### config.mk
export PLATFORM = sky130hd
export DESIGN_NAME = temp_sensor_config_event_ctrl
export DESIGN_NICKNAME = d
export VERILOG_FILES = /design/src/temp_cfg_pkg.sv /design/src/temp_sensor_config_event_ctrl.sv /design/src/limit_tracker.sv /design/src/alert_pin_drive.sv
export VERILOG_INCLUDE_DIRS = /design/src /design/src/src
export SDC_FILE = /design/constraint.sdc
export NUM_CORES = 1
export LEC_CHECK = 0
export BUFFER_PORTS_ARGS = -buffer_cell sky130_fd_sc_hd__clkbuf_2
export CAP_MARGIN = 15
export CORE_ASPECT_RATIO = 0.7
export CORE_MARGIN = 2
export CORE_UTILIZATION = 55
export DETAILED_ROUTE_END_ITERATION = 16
export GPL_TIMING_DRIVEN = 0
export PLACE_DENSITY = 0.82
export SKIP_LAST_GASP = 1
export SLEW_MARGIN = 20
export SYNTH_ARGS = -nofsm -noshare
export SYNTH_HDL_FRONTEND = slang
export SYNTH_SLANG_ARGS = --single-unit
### constraint.sdc
create_clock -name core_clk -period 4.27 [get_ports core_clk]
set_input_delay 0.427 -clock core_clk [delete_from_list [all_inputs] [get_ports core_clk]]
set_output_delay 0.427 -clock core_clk [all_outputs]
set_load 0.1 [all_outputs]
### src/temp_cfg_map.svh
// Register offsets, field positions, reset values and hysteresis counts
`ifndef TEMP_CFG_MAP_SVH
`define TEMP_CFG_MAP_SVH

// ****************************************************************
// Pointer values
// ****************************************************************
`define CFG_PTR_WIDTH 8
`define CFG_PTR_RESET 8'h00
`define CFG_PTR_CONFIG 8'h01

// ****************************************************************
// Configuration word field positions
// ****************************************************************
`define CFG_RSVD_HI 15
`define CFG_RSVD_LO 11
`define CFG_HYST_HI 10
`define CFG_HYST_LO 9
`define CFG_HALT_BIT 8
`define CFG_CLOCK_BIT 7
`define CFG_WLOCK_BIT 6
`define CFG_ACLR_BIT 5
`define CFG_ASTS_BIT 4
`define CFG_AEN_BIT 3
`define CFG_CONLY_BIT 2
`define CFG_APOL_BIT 1
`define CFG_AMODE_BIT 0
`define CFG_RESET 16'h0000

// ****************************************************************
// Hysteresis in temperature steps of 0.0625 degrees
// ****************************************************************
`define HYST_OFF_STEPS 8'h00
`define HYST_1P5_STEPS 8'h18
`define HYST_3P0_STEPS 8'h30
`define HYST_6P0_STEPS 8'h60

`endif

### src/temp_cfg_pkg.sv
// Types shared by the configuration and alert control block
package temp_cfg_pkg;

  typedef struct packed {
    logic [1:0] hysteresis_select;
    logic conversion_halt;
    logic critical_limit_lock;
    logic alarm_window_lock;
    logic alert_enable;
    logic critical_only_select;
    logic alert_polarity;
    logic alert_mode_select;
  } sensor_cfg_t;

  // One access from the serial bus protocol engine
  typedef struct packed {
    logic ptr_wr;
    logic [7:0] ptr;
    logic data_wr;
    logic [15:0] data;
    logic data_rd;
  } host_req_t;

  typedef struct packed {
    logic valid;
    logic [15:0] data;
  } host_rsp_t;

  typedef struct packed {
    logic valid;
    logic [12:0] temp;
  } temp_sample_t;

  typedef struct packed {
    logic [12:0] upper;
    logic [12:0] lower;
    logic [12:0] critical;
  } limit_set_t;

endpackage : temp_cfg_pkg

### src/temp_sensor_config_event_ctrl.sv
// Configuration register and alert control of the temperature sensor
`timescale 1ns/10ps
`include "temp_cfg_map.svh"
module temp_sensor_config_event_ctrl
  import temp_cfg_pkg::*;
(
  input wire logic core_clk,
  input wire logic rst,
  input wire host_req_t host_req,
  input wire temp_sample_t sample_in,
  input wire limit_set_t limits,
  output host_rsp_t host_rsp,
  output logic conversion_run,
  output logic critical_limit_locked,
  output logic window_limits_locked,
  output logic alert_pin_out,
  output logic alert_pin_oe
);

  // ****************************************************************
  // State
  // ****************************************************************
  typedef struct packed {
    sensor_cfg_t cfg;
    logic [7:0] ptr;
    logic alert_latch;
    logic cond_prev;
    logic sample_seen;
    logic flags_new;
    logic asserted;
    logic conv_run;
    host_rsp_t rsp;
  } ctrl_state_t;

  ctrl_state_t s_q;
  ctrl_state_t s_d;

  logic lock_any;
  logic cfg_wr;
  logic cfg_rd;
  logic accept_sample;
  logic [7:0] hyst_steps;
  logic upper_above;
  logic lower_ok;
  logic crit_above;
  logic limit_cond;
  logic alert_drive;

  // ****************************************************************
  // Helpers
  // ****************************************************************
  // A field may change only when its guarding locks are clear
  function automatic logic guarded(input logic cur, input logic nxt,
                                   input logic locked);
    guarded = locked ? cur : nxt;
  endfunction : guarded

  function automatic logic [7:0] hyst_to_steps(input logic [1:0] sel);
    unique case (sel)
      2'b00: hyst_to_steps = `HYST_OFF_STEPS;
      2'b01: hyst_to_steps = `HYST_1P5_STEPS;
      2'b10: hyst_to_steps = `HYST_3P0_STEPS;
      2'b11: hyst_to_steps = `HYST_6P0_STEPS;
    endcase
  endfunction : hyst_to_steps

  function automatic logic [15:0] cfg_word(input sensor_cfg_t c,
                                           input logic status);
    cfg_word = `CFG_RESET;
    cfg_word[`CFG_HYST_HI:`CFG_HYST_LO] = c.hysteresis_select;
    cfg_word[`CFG_HALT_BIT] = c.conversion_halt;
    cfg_word[`CFG_CLOCK_BIT] = c.critical_limit_lock;
    cfg_word[`CFG_WLOCK_BIT] = c.alarm_window_lock;
    cfg_word[`CFG_ASTS_BIT] = status;
    cfg_word[`CFG_AEN_BIT] = c.alert_enable;
    cfg_word[`CFG_CONLY_BIT] = c.critical_only_select;
    cfg_word[`CFG_APOL_BIT] = c.alert_polarity;
    cfg_word[`CFG_AMODE_BIT] = c.alert_mode_select;
  endfunction : cfg_word

  // ****************************************************************
  // Decode
  // ****************************************************************
  always_comb begin
    lock_any = s_q.cfg.critical_limit_lock | s_q.cfg.alarm_window_lock;
    cfg_wr = host_req.data_wr && (s_q.ptr == `CFG_PTR_CONFIG);
    cfg_rd = host_req.data_rd && (s_q.ptr == `CFG_PTR_CONFIG);
    accept_sample = sample_in.valid && !s_q.cfg.conversion_halt;
    hyst_steps = hyst_to_steps(s_q.cfg.hysteresis_select);
  end

  // ****************************************************************
  // Trip points
  // ****************************************************************
  // All three share one hysteresis setting, so pin and status agree
  limit_tracker #(
    .INCLUSIVE(1'b0)
  ) upper_trk (
    .core_clk(core_clk),
    .rst(rst),
    .sample(accept_sample),
    .temp(sample_in.temp),
    .limit(limits.upper),
    .hyst_steps(hyst_steps),
    .above(upper_above)
  );

  // Lower trip is tracked as "inside window": set at or above the limit
  limit_tracker #(
    .INCLUSIVE(1'b1)
  ) lower_trk (
    .core_clk(core_clk),
    .rst(rst),
    .sample(accept_sample),
    .temp(sample_in.temp),
    .limit(limits.lower),
    .hyst_steps(hyst_steps),
    .above(lower_ok)
  );

  limit_tracker #(
    .INCLUSIVE(1'b0)
  ) crit_trk (
    .core_clk(core_clk),
    .rst(rst),
    .sample(accept_sample),
    .temp(sample_in.temp),
    .limit(limits.critical),
    .hyst_steps(hyst_steps),
    .above(crit_above)
  );

  always_comb begin
    if (s_q.cfg.critical_only_select) begin
      limit_cond = crit_above;
    end else begin
      limit_cond = crit_above | upper_above | ~lower_ok;
    end
  end

  // ****************************************************************
  // Next state
  // ****************************************************************
  always_comb begin
    s_d = s_q;
    s_d.rsp.valid = 1'b0;

    if (host_req.ptr_wr) begin
      s_d.ptr = host_req.ptr;
    end

    // Reserved bits and the status bit have no storage, so writes to
    // them vanish while still being taken by the bus
    if (cfg_wr) begin
      s_d.cfg.hysteresis_select = lock_any ? s_q.cfg.hysteresis_select
        : host_req.data[`CFG_HYST_HI:`CFG_HYST_LO];
      s_d.cfg.conversion_halt = host_req.data[`CFG_HALT_BIT] &
        (~lock_any | s_q.cfg.conversion_halt);
      s_d.cfg.critical_limit_lock = s_q.cfg.critical_limit_lock |
        host_req.data[`CFG_CLOCK_BIT];
      s_d.cfg.alarm_window_lock = s_q.cfg.alarm_window_lock |
        host_req.data[`CFG_WLOCK_BIT];
      s_d.cfg.alert_enable = guarded(s_q.cfg.alert_enable,
        host_req.data[`CFG_AEN_BIT], lock_any);
      s_d.cfg.critical_only_select = guarded(s_q.cfg.critical_only_select,
        host_req.data[`CFG_CONLY_BIT], s_q.cfg.alarm_window_lock);
      s_d.cfg.alert_polarity = guarded(s_q.cfg.alert_polarity,
        host_req.data[`CFG_APOL_BIT], lock_any);
      s_d.cfg.alert_mode_select = guarded(s_q.cfg.alert_mode_select,
        host_req.data[`CFG_AMODE_BIT], lock_any);
      if (host_req.data[`CFG_ACLR_BIT] && s_q.cfg.alert_mode_select) begin
        s_d.alert_latch = 1'b0;
      end
    end

    // Trip flags settle one edge after a sample, so the rise of the
    // condition is judged then, not against the stale flags; an event
    // in the same cycle as a clear keeps the latch set
    s_d.flags_new = accept_sample;
    if (accept_sample) begin
      s_d.sample_seen = 1'b1;
    end
    // Only interrupt mode latches; a latch left set is kept through comparator mode and seen again on return
    if (s_q.flags_new) begin
      s_d.cond_prev = limit_cond;
      if (limit_cond && !s_q.cond_prev && s_q.cfg.alert_enable &&
          s_q.cfg.alert_mode_select && !s_q.cfg.conversion_halt) begin
        s_d.alert_latch = 1'b1;
      end
    end

    // Entering halt forgets the last sample so the alert waits for a
    // new one, but a pending interrupt survives the halt
    if (s_q.cfg.conversion_halt) begin
      s_d.sample_seen = 1'b0;
      s_d.cond_prev = 1'b0;
    end

    if (!s_q.cfg.conversion_halt && s_q.cfg.alert_enable &&
        s_q.sample_seen) begin
      s_d.asserted = s_q.cfg.alert_mode_select ? s_q.alert_latch
                                               : limit_cond;
    end else begin
      s_d.asserted = 1'b0;
    end

    s_d.conv_run = !s_d.cfg.conversion_halt;

    // Reads are served in halt too; only the converter and the alert stop
    if (host_req.data_rd) begin
      s_d.rsp.valid = 1'b1;
      s_d.rsp.data = cfg_rd ? cfg_word(s_q.cfg, s_q.asserted)
                            : `CFG_RESET;
    end
  end

  // ****************************************************************
  // Registers
  // ****************************************************************
  always_ff @(posedge core_clk or posedge rst) begin
    if (rst) begin
      s_q <= '0;
    end else begin
      s_q <= s_d;
    end
  end

  // ****************************************************************
  // Pin and outputs
  // ****************************************************************
  always_comb begin
    alert_drive = !s_q.cfg.conversion_halt && s_q.cfg.alert_enable;
  end

  alert_pin_drive pin_drv (
    .core_clk(core_clk),
    .rst(rst),
    .drive(alert_drive),
    .asserted(s_q.asserted),
    .polarity(s_q.cfg.alert_polarity),
    .pin_out(alert_pin_out),
    .pin_oe(alert_pin_oe)
  );

  assign host_rsp = s_q.rsp;
  assign conversion_run = s_q.conv_run;
  assign critical_limit_locked = s_q.cfg.critical_limit_lock;
  assign window_limits_locked = s_q.cfg.alarm_window_lock;
endmodule : temp_sensor_config_event_ctrl

### src/limit_tracker.sv
// One temperature trip point with hysteresis on falling temperature
`timescale 1ns/10ps
module limit_tracker #(
  parameter bit INCLUSIVE = 1'b0
) (
  input wire logic core_clk,
  input wire logic rst,
  input wire logic sample,
  input wire logic [12:0] temp,
  input wire logic [12:0] limit,
  input wire logic [7:0] hyst_steps,
  output logic above
);

  typedef struct packed {
    logic above;
  } trk_state_t;

  trk_state_t s_q;
  trk_state_t s_d;
  logic [13:0] release_pt;
  logic rise_hit;
  logic fall_hit;

  // Rising crosses the bare limit, falling must pass limit minus hysteresis
  always_comb begin
    release_pt = {limit[12], limit} - {6'h00, hyst_steps};
    rise_hit = INCLUSIVE ? ($signed(temp) >= $signed(limit))
                         : ($signed(temp) > $signed(limit));
    fall_hit = $signed({temp[12], temp}) < $signed(release_pt);
    s_d = s_q;
    if (sample) begin
      if (rise_hit) begin
        s_d.above = 1'b1;
      end else if (fall_hit) begin
        s_d.above = 1'b0;
      end
    end
  end

  always_ff @(posedge core_clk or posedge rst) begin
    if (rst) begin
      s_q <= '0;
    end else begin
      s_q <= s_d;
    end
  end

  assign above = s_q.above;
endmodule : limit_tracker

### src/alert_pin_drive.sv
// Alert pin driver with selectable polarity, driving both levels whenever enabled
`timescale 1ns/10ps
module alert_pin_drive (
  input wire logic core_clk,
  input wire logic rst,
  input wire logic drive,
  input wire logic asserted,
  input wire logic polarity,
  output logic pin_out,
  output logic pin_oe
);

  typedef struct packed {
    logic out;
    logic oe;
  } pin_state_t;

  pin_state_t s_q;
  pin_state_t s_d;

  // Pin level is the alert level for active high, its inverse for low
  always_comb begin
    s_d.oe = drive;
    s_d.out = drive & (polarity ? asserted : ~asserted);
  end

  always_ff @(posedge core_clk or posedge rst) begin
    if (rst) begin
      s_q <= '0;
    end else begin
      s_q <= s_d;
    end
  end

  assign pin_out = s_q.out;
  assign pin_oe = s_q.oe;
endmodule : alert_pin_drive

==> metrics <==
delay-heaviest family, CP=adder cells; Syn-to-layout area delta=17.7%; final setup fails=0; clock skew=5.43 ps; met3 Usage GRT=3.34%; Total Die Area=roughly 8100 sq um; die width=107 microns; Core Util, Final=66.4%; Final min period=approximately 3800 ps; CTS root buf=clkbuf_8; Syn Inst Count=445; Max Freq=266 MHz; Mean Syn Cell Area=9.15 sq um; CP peak stage delay=410 ps; endpoint class of the critical path=register; first-pass GRT wire length=16500 microns; Req. time, crit path=4460 ps; power per cell area=270 nW/um^2; Filler Cell Count=631; Clock Sinks=39; via count=3553; drt initial violations=112; clk slew on worst S/H paths=70 ps; Clock power frac=around a fifth; deepest clock path buffer count=2; VDD IR max=0.000156 V; CP Depth=17; final wirelength=~9700 microns; MaxCap Viol Count=0; status=finished clean; sw frac=about two fifths; GPL Wtd Cong=0.928; Crit path arrival time=3950 ps; combinational power share=45.1%; num rows=26; TritonRoute pass-1 iters=4; Hold Crit Class=in -> async; Post-CTS Setup Inserts=0; Post-Layout Cell Count=647; DP Wirelength=8230 microns; fraction of layout cells with a size suffix above 1=26.0%; met1 Resource Use GR=between 30% and 40%; core area=approximately 7200 sq um; Post-DRT Antenna Nets=0; GRT overflow=0; Worst Tran Pin Value=553 ps; Slowest-stage cell, CP=dfrtp_1; final setup margin=506 ps; P_int=791 uW; Worst R2R Path Depth=17; critical path class=reg -> reg; sequential cell area fraction in the yosys report=24.0%; synth warn=0; met2 GRT Util=41.5%; crit-path cells=inv_2, ha_2, ha_1, inv_1, fa_1, a21oi_1, nor2_1, nor4_2, nand3_1, xnor2_1, ha_1, a21o_1, a2111oi_2, a21oi_1, nor3_1, o21ai_1, a22o_1; ANT cells=0; critical path peak fanout=5; Finished Cell Area=between 4000 and 5000 sq um; worst rel slew slack=between 60% and 70%; H-tree levels=2; Fin. Hold Viols=0; FF/Latch Area=976 sq um; # IOs=104; Tot GR Track Use=25.0%; total CTS buffers=5; fin crit share=88.2%; Static Leakage=2.58 nW; Post-Syn Area=slightly above 4000 sq um; Multi-input gate area=2770 sq um; Final Max Slew Viols=0; Final #Nets=slightly above 700; die height=76.0 microns; Critical R2R Capture=crit_trk.above; Psw=506 uW; Synth Register Bits=39; RSZ-0062 raised after global routing=no; Initial Utilization=56.4%; placed cell count=between 600 and 700; gr busiest metal=met2; WP buf/inv=2; top_reg_cell synth=dfrtp_1; vias in the first global route=~3.7k; startpoint types=register; CTS tree=yes; Via density=5.49; post-placement cell area=about 4700 sq um; largest net degree at the start of global routing=30; Post-synth ARST share=100%; Fin Setup TNS=0 ps; drt wl/cell=15.0 microns; Worst R2R Start=s_q[39]; worst skew pair latency=300 ps; number of synthesized flops with an enable pin=0; Post-Place Worst Slack=146 ps; IO buf count=90; synth unique cells=51; internal reg-to-reg setup slack=510 ps; Seq pwr share=33.7%; # DRC=0; initial antenna violation count=0
[through the flow]
step | power (mW) | hold WS, ps
global placement | 0.986 | 438
floorplan | 0.858 | 430
detailed placement | 1.02 | 358
finish | 1.30 | 34.6
global route | 1.39 | 49.3
CTS | 1.30 | 36.4
[what timing repair did]
item / 4_1_cts / 5_1_grt
hold buffers: 0 / 0
resized for setup: 0 / 3
setup endpoints to repair: 0 / 2
[routing by layer]
layer  part of all wire, %  vias to the layer above
met1                    47                     1643
li1                      -                     1790
met3                   5.9                       15
met2                    46                      105
met5                     0                        -
met4                   1.2                        0
[worst max-delay path by stage]
stage	startpoint	endpoint	slack, ps
6_report	s_q[39]	crit_trk.above	510
5_1_grt	s_q[39]	crit_trk.above	80
4_1_cts	s_q[39]	crit_trk.above	130
3_5_place_dp	s_q[39]	crit_trk.above	150
3_3_place_gp	s_q[39]	crit_trk.above	260
2_1_floorplan	s_q[39]	crit_trk.above	790
[cell families after synthesis]
group,share of synthesized area (%)
xor+xnor,4.73
other cells,0.0920
flops,24.0
mux,3.59
fa+ha+maj,27.9
simple gates,15.2
compound gates,15.8
buf+inv,8.78
[state kept, by name (all words and copies together) (netlist names)]
| register | flops |
|---|---|
| conversion_run | 1 |
| host_rsp | 11 |
| upper_trk.above | 1 |
| s_q | 20 |
| crit_trk.above | 1 |
| critical_limit_locked | 1 |
| window_limits_locked | 1 |
| pin_drv.pin_oe | 1 |
| lower_trk.above | 1 |
| pin_drv.pin_out | 1 |
[placed cells by master (no fill, tap or decap), types with 11 or more instances in the layout]
| master | count |
|---|---|
| a22o_1 | 11 |
| nor2_1 | 25 |
| mux2_2 | 13 |
| dfrtp_1 | 39 |
| nand4_1 | 13 |
| inv_1 | 55 |
| o21ai_0 | 11 |
| nand2_1 | 13 |
| buf_4 | 17 |
| a21oi_1 | 31 |
| clkbuf_2 | 90 |
| a21o_1 | 13 |
| xnor2_1 | 21 |
| ha_1 | 85 |
| nand3_1 | 16 |
[cells in the mapped netlist, drive strengths merged (11+ instances only)]
| library cell | number | area, sq um |
|---|---|---|
| a21o | 13 | 97.6 |
| a22o | 11 | 96.3 |
| o21ai | 13 | 65.1 |
| nand3 | 17 | 97.6 |
| nor2 | 25 | 93.8 |
| nand2 | 13 | 48.8 |
| nand4 | 13 | 81.3 |
| nor3 | 11 | 71.3 |
| dfrtp | 39 | 976 |
| mux2 | 13 | 146 |
| xnor2 | 21 | 184 |
| inv | 58 | 218 |
| a21oi | 31 | 155 |
| buf | 18 | 133 |
| ha | 86 | 1080 |
[power groups by stage]
stage	clock [mW]	combinational, mW	sequential [mW]
6_report	0.276	0.584	0.436
5_1_grt	0.298	0.656	0.441
4_1_cts	0.283	0.582	0.436
3_5_place_dp	0	0.578	0.443
3_3_place_gp	0	0.547	0.439
2_1_floorplan	0	0.385	0.473
[final cells by class]
type	count	area share, %
repair buffers	91	9.81
inverters	59	4.62
clock buffers	8	2.09
plain buffers	19	2.84
flip-flops and latches	39	20.4
well taps	98	2.56
multi-input cells	333	57.7
[worst reg2reg max path: stages, from the launching register on]
cell and delay, ps:
dfrtp_1 410, inv_2 160, ha_2 270, ha_1 190, inv_1 60, fa_1 400
a21oi_1 140, nor2_1 80, nor4_2 280, nand3_1 140, xnor2_1 150, ha_1 290
a21o_1 190, a2111oi_2 360, a21oi_1 80, nor3_1 180, o21ai_1 100, a22o_1 200
No activity file was read; power rests on OpenSTA's default activity.
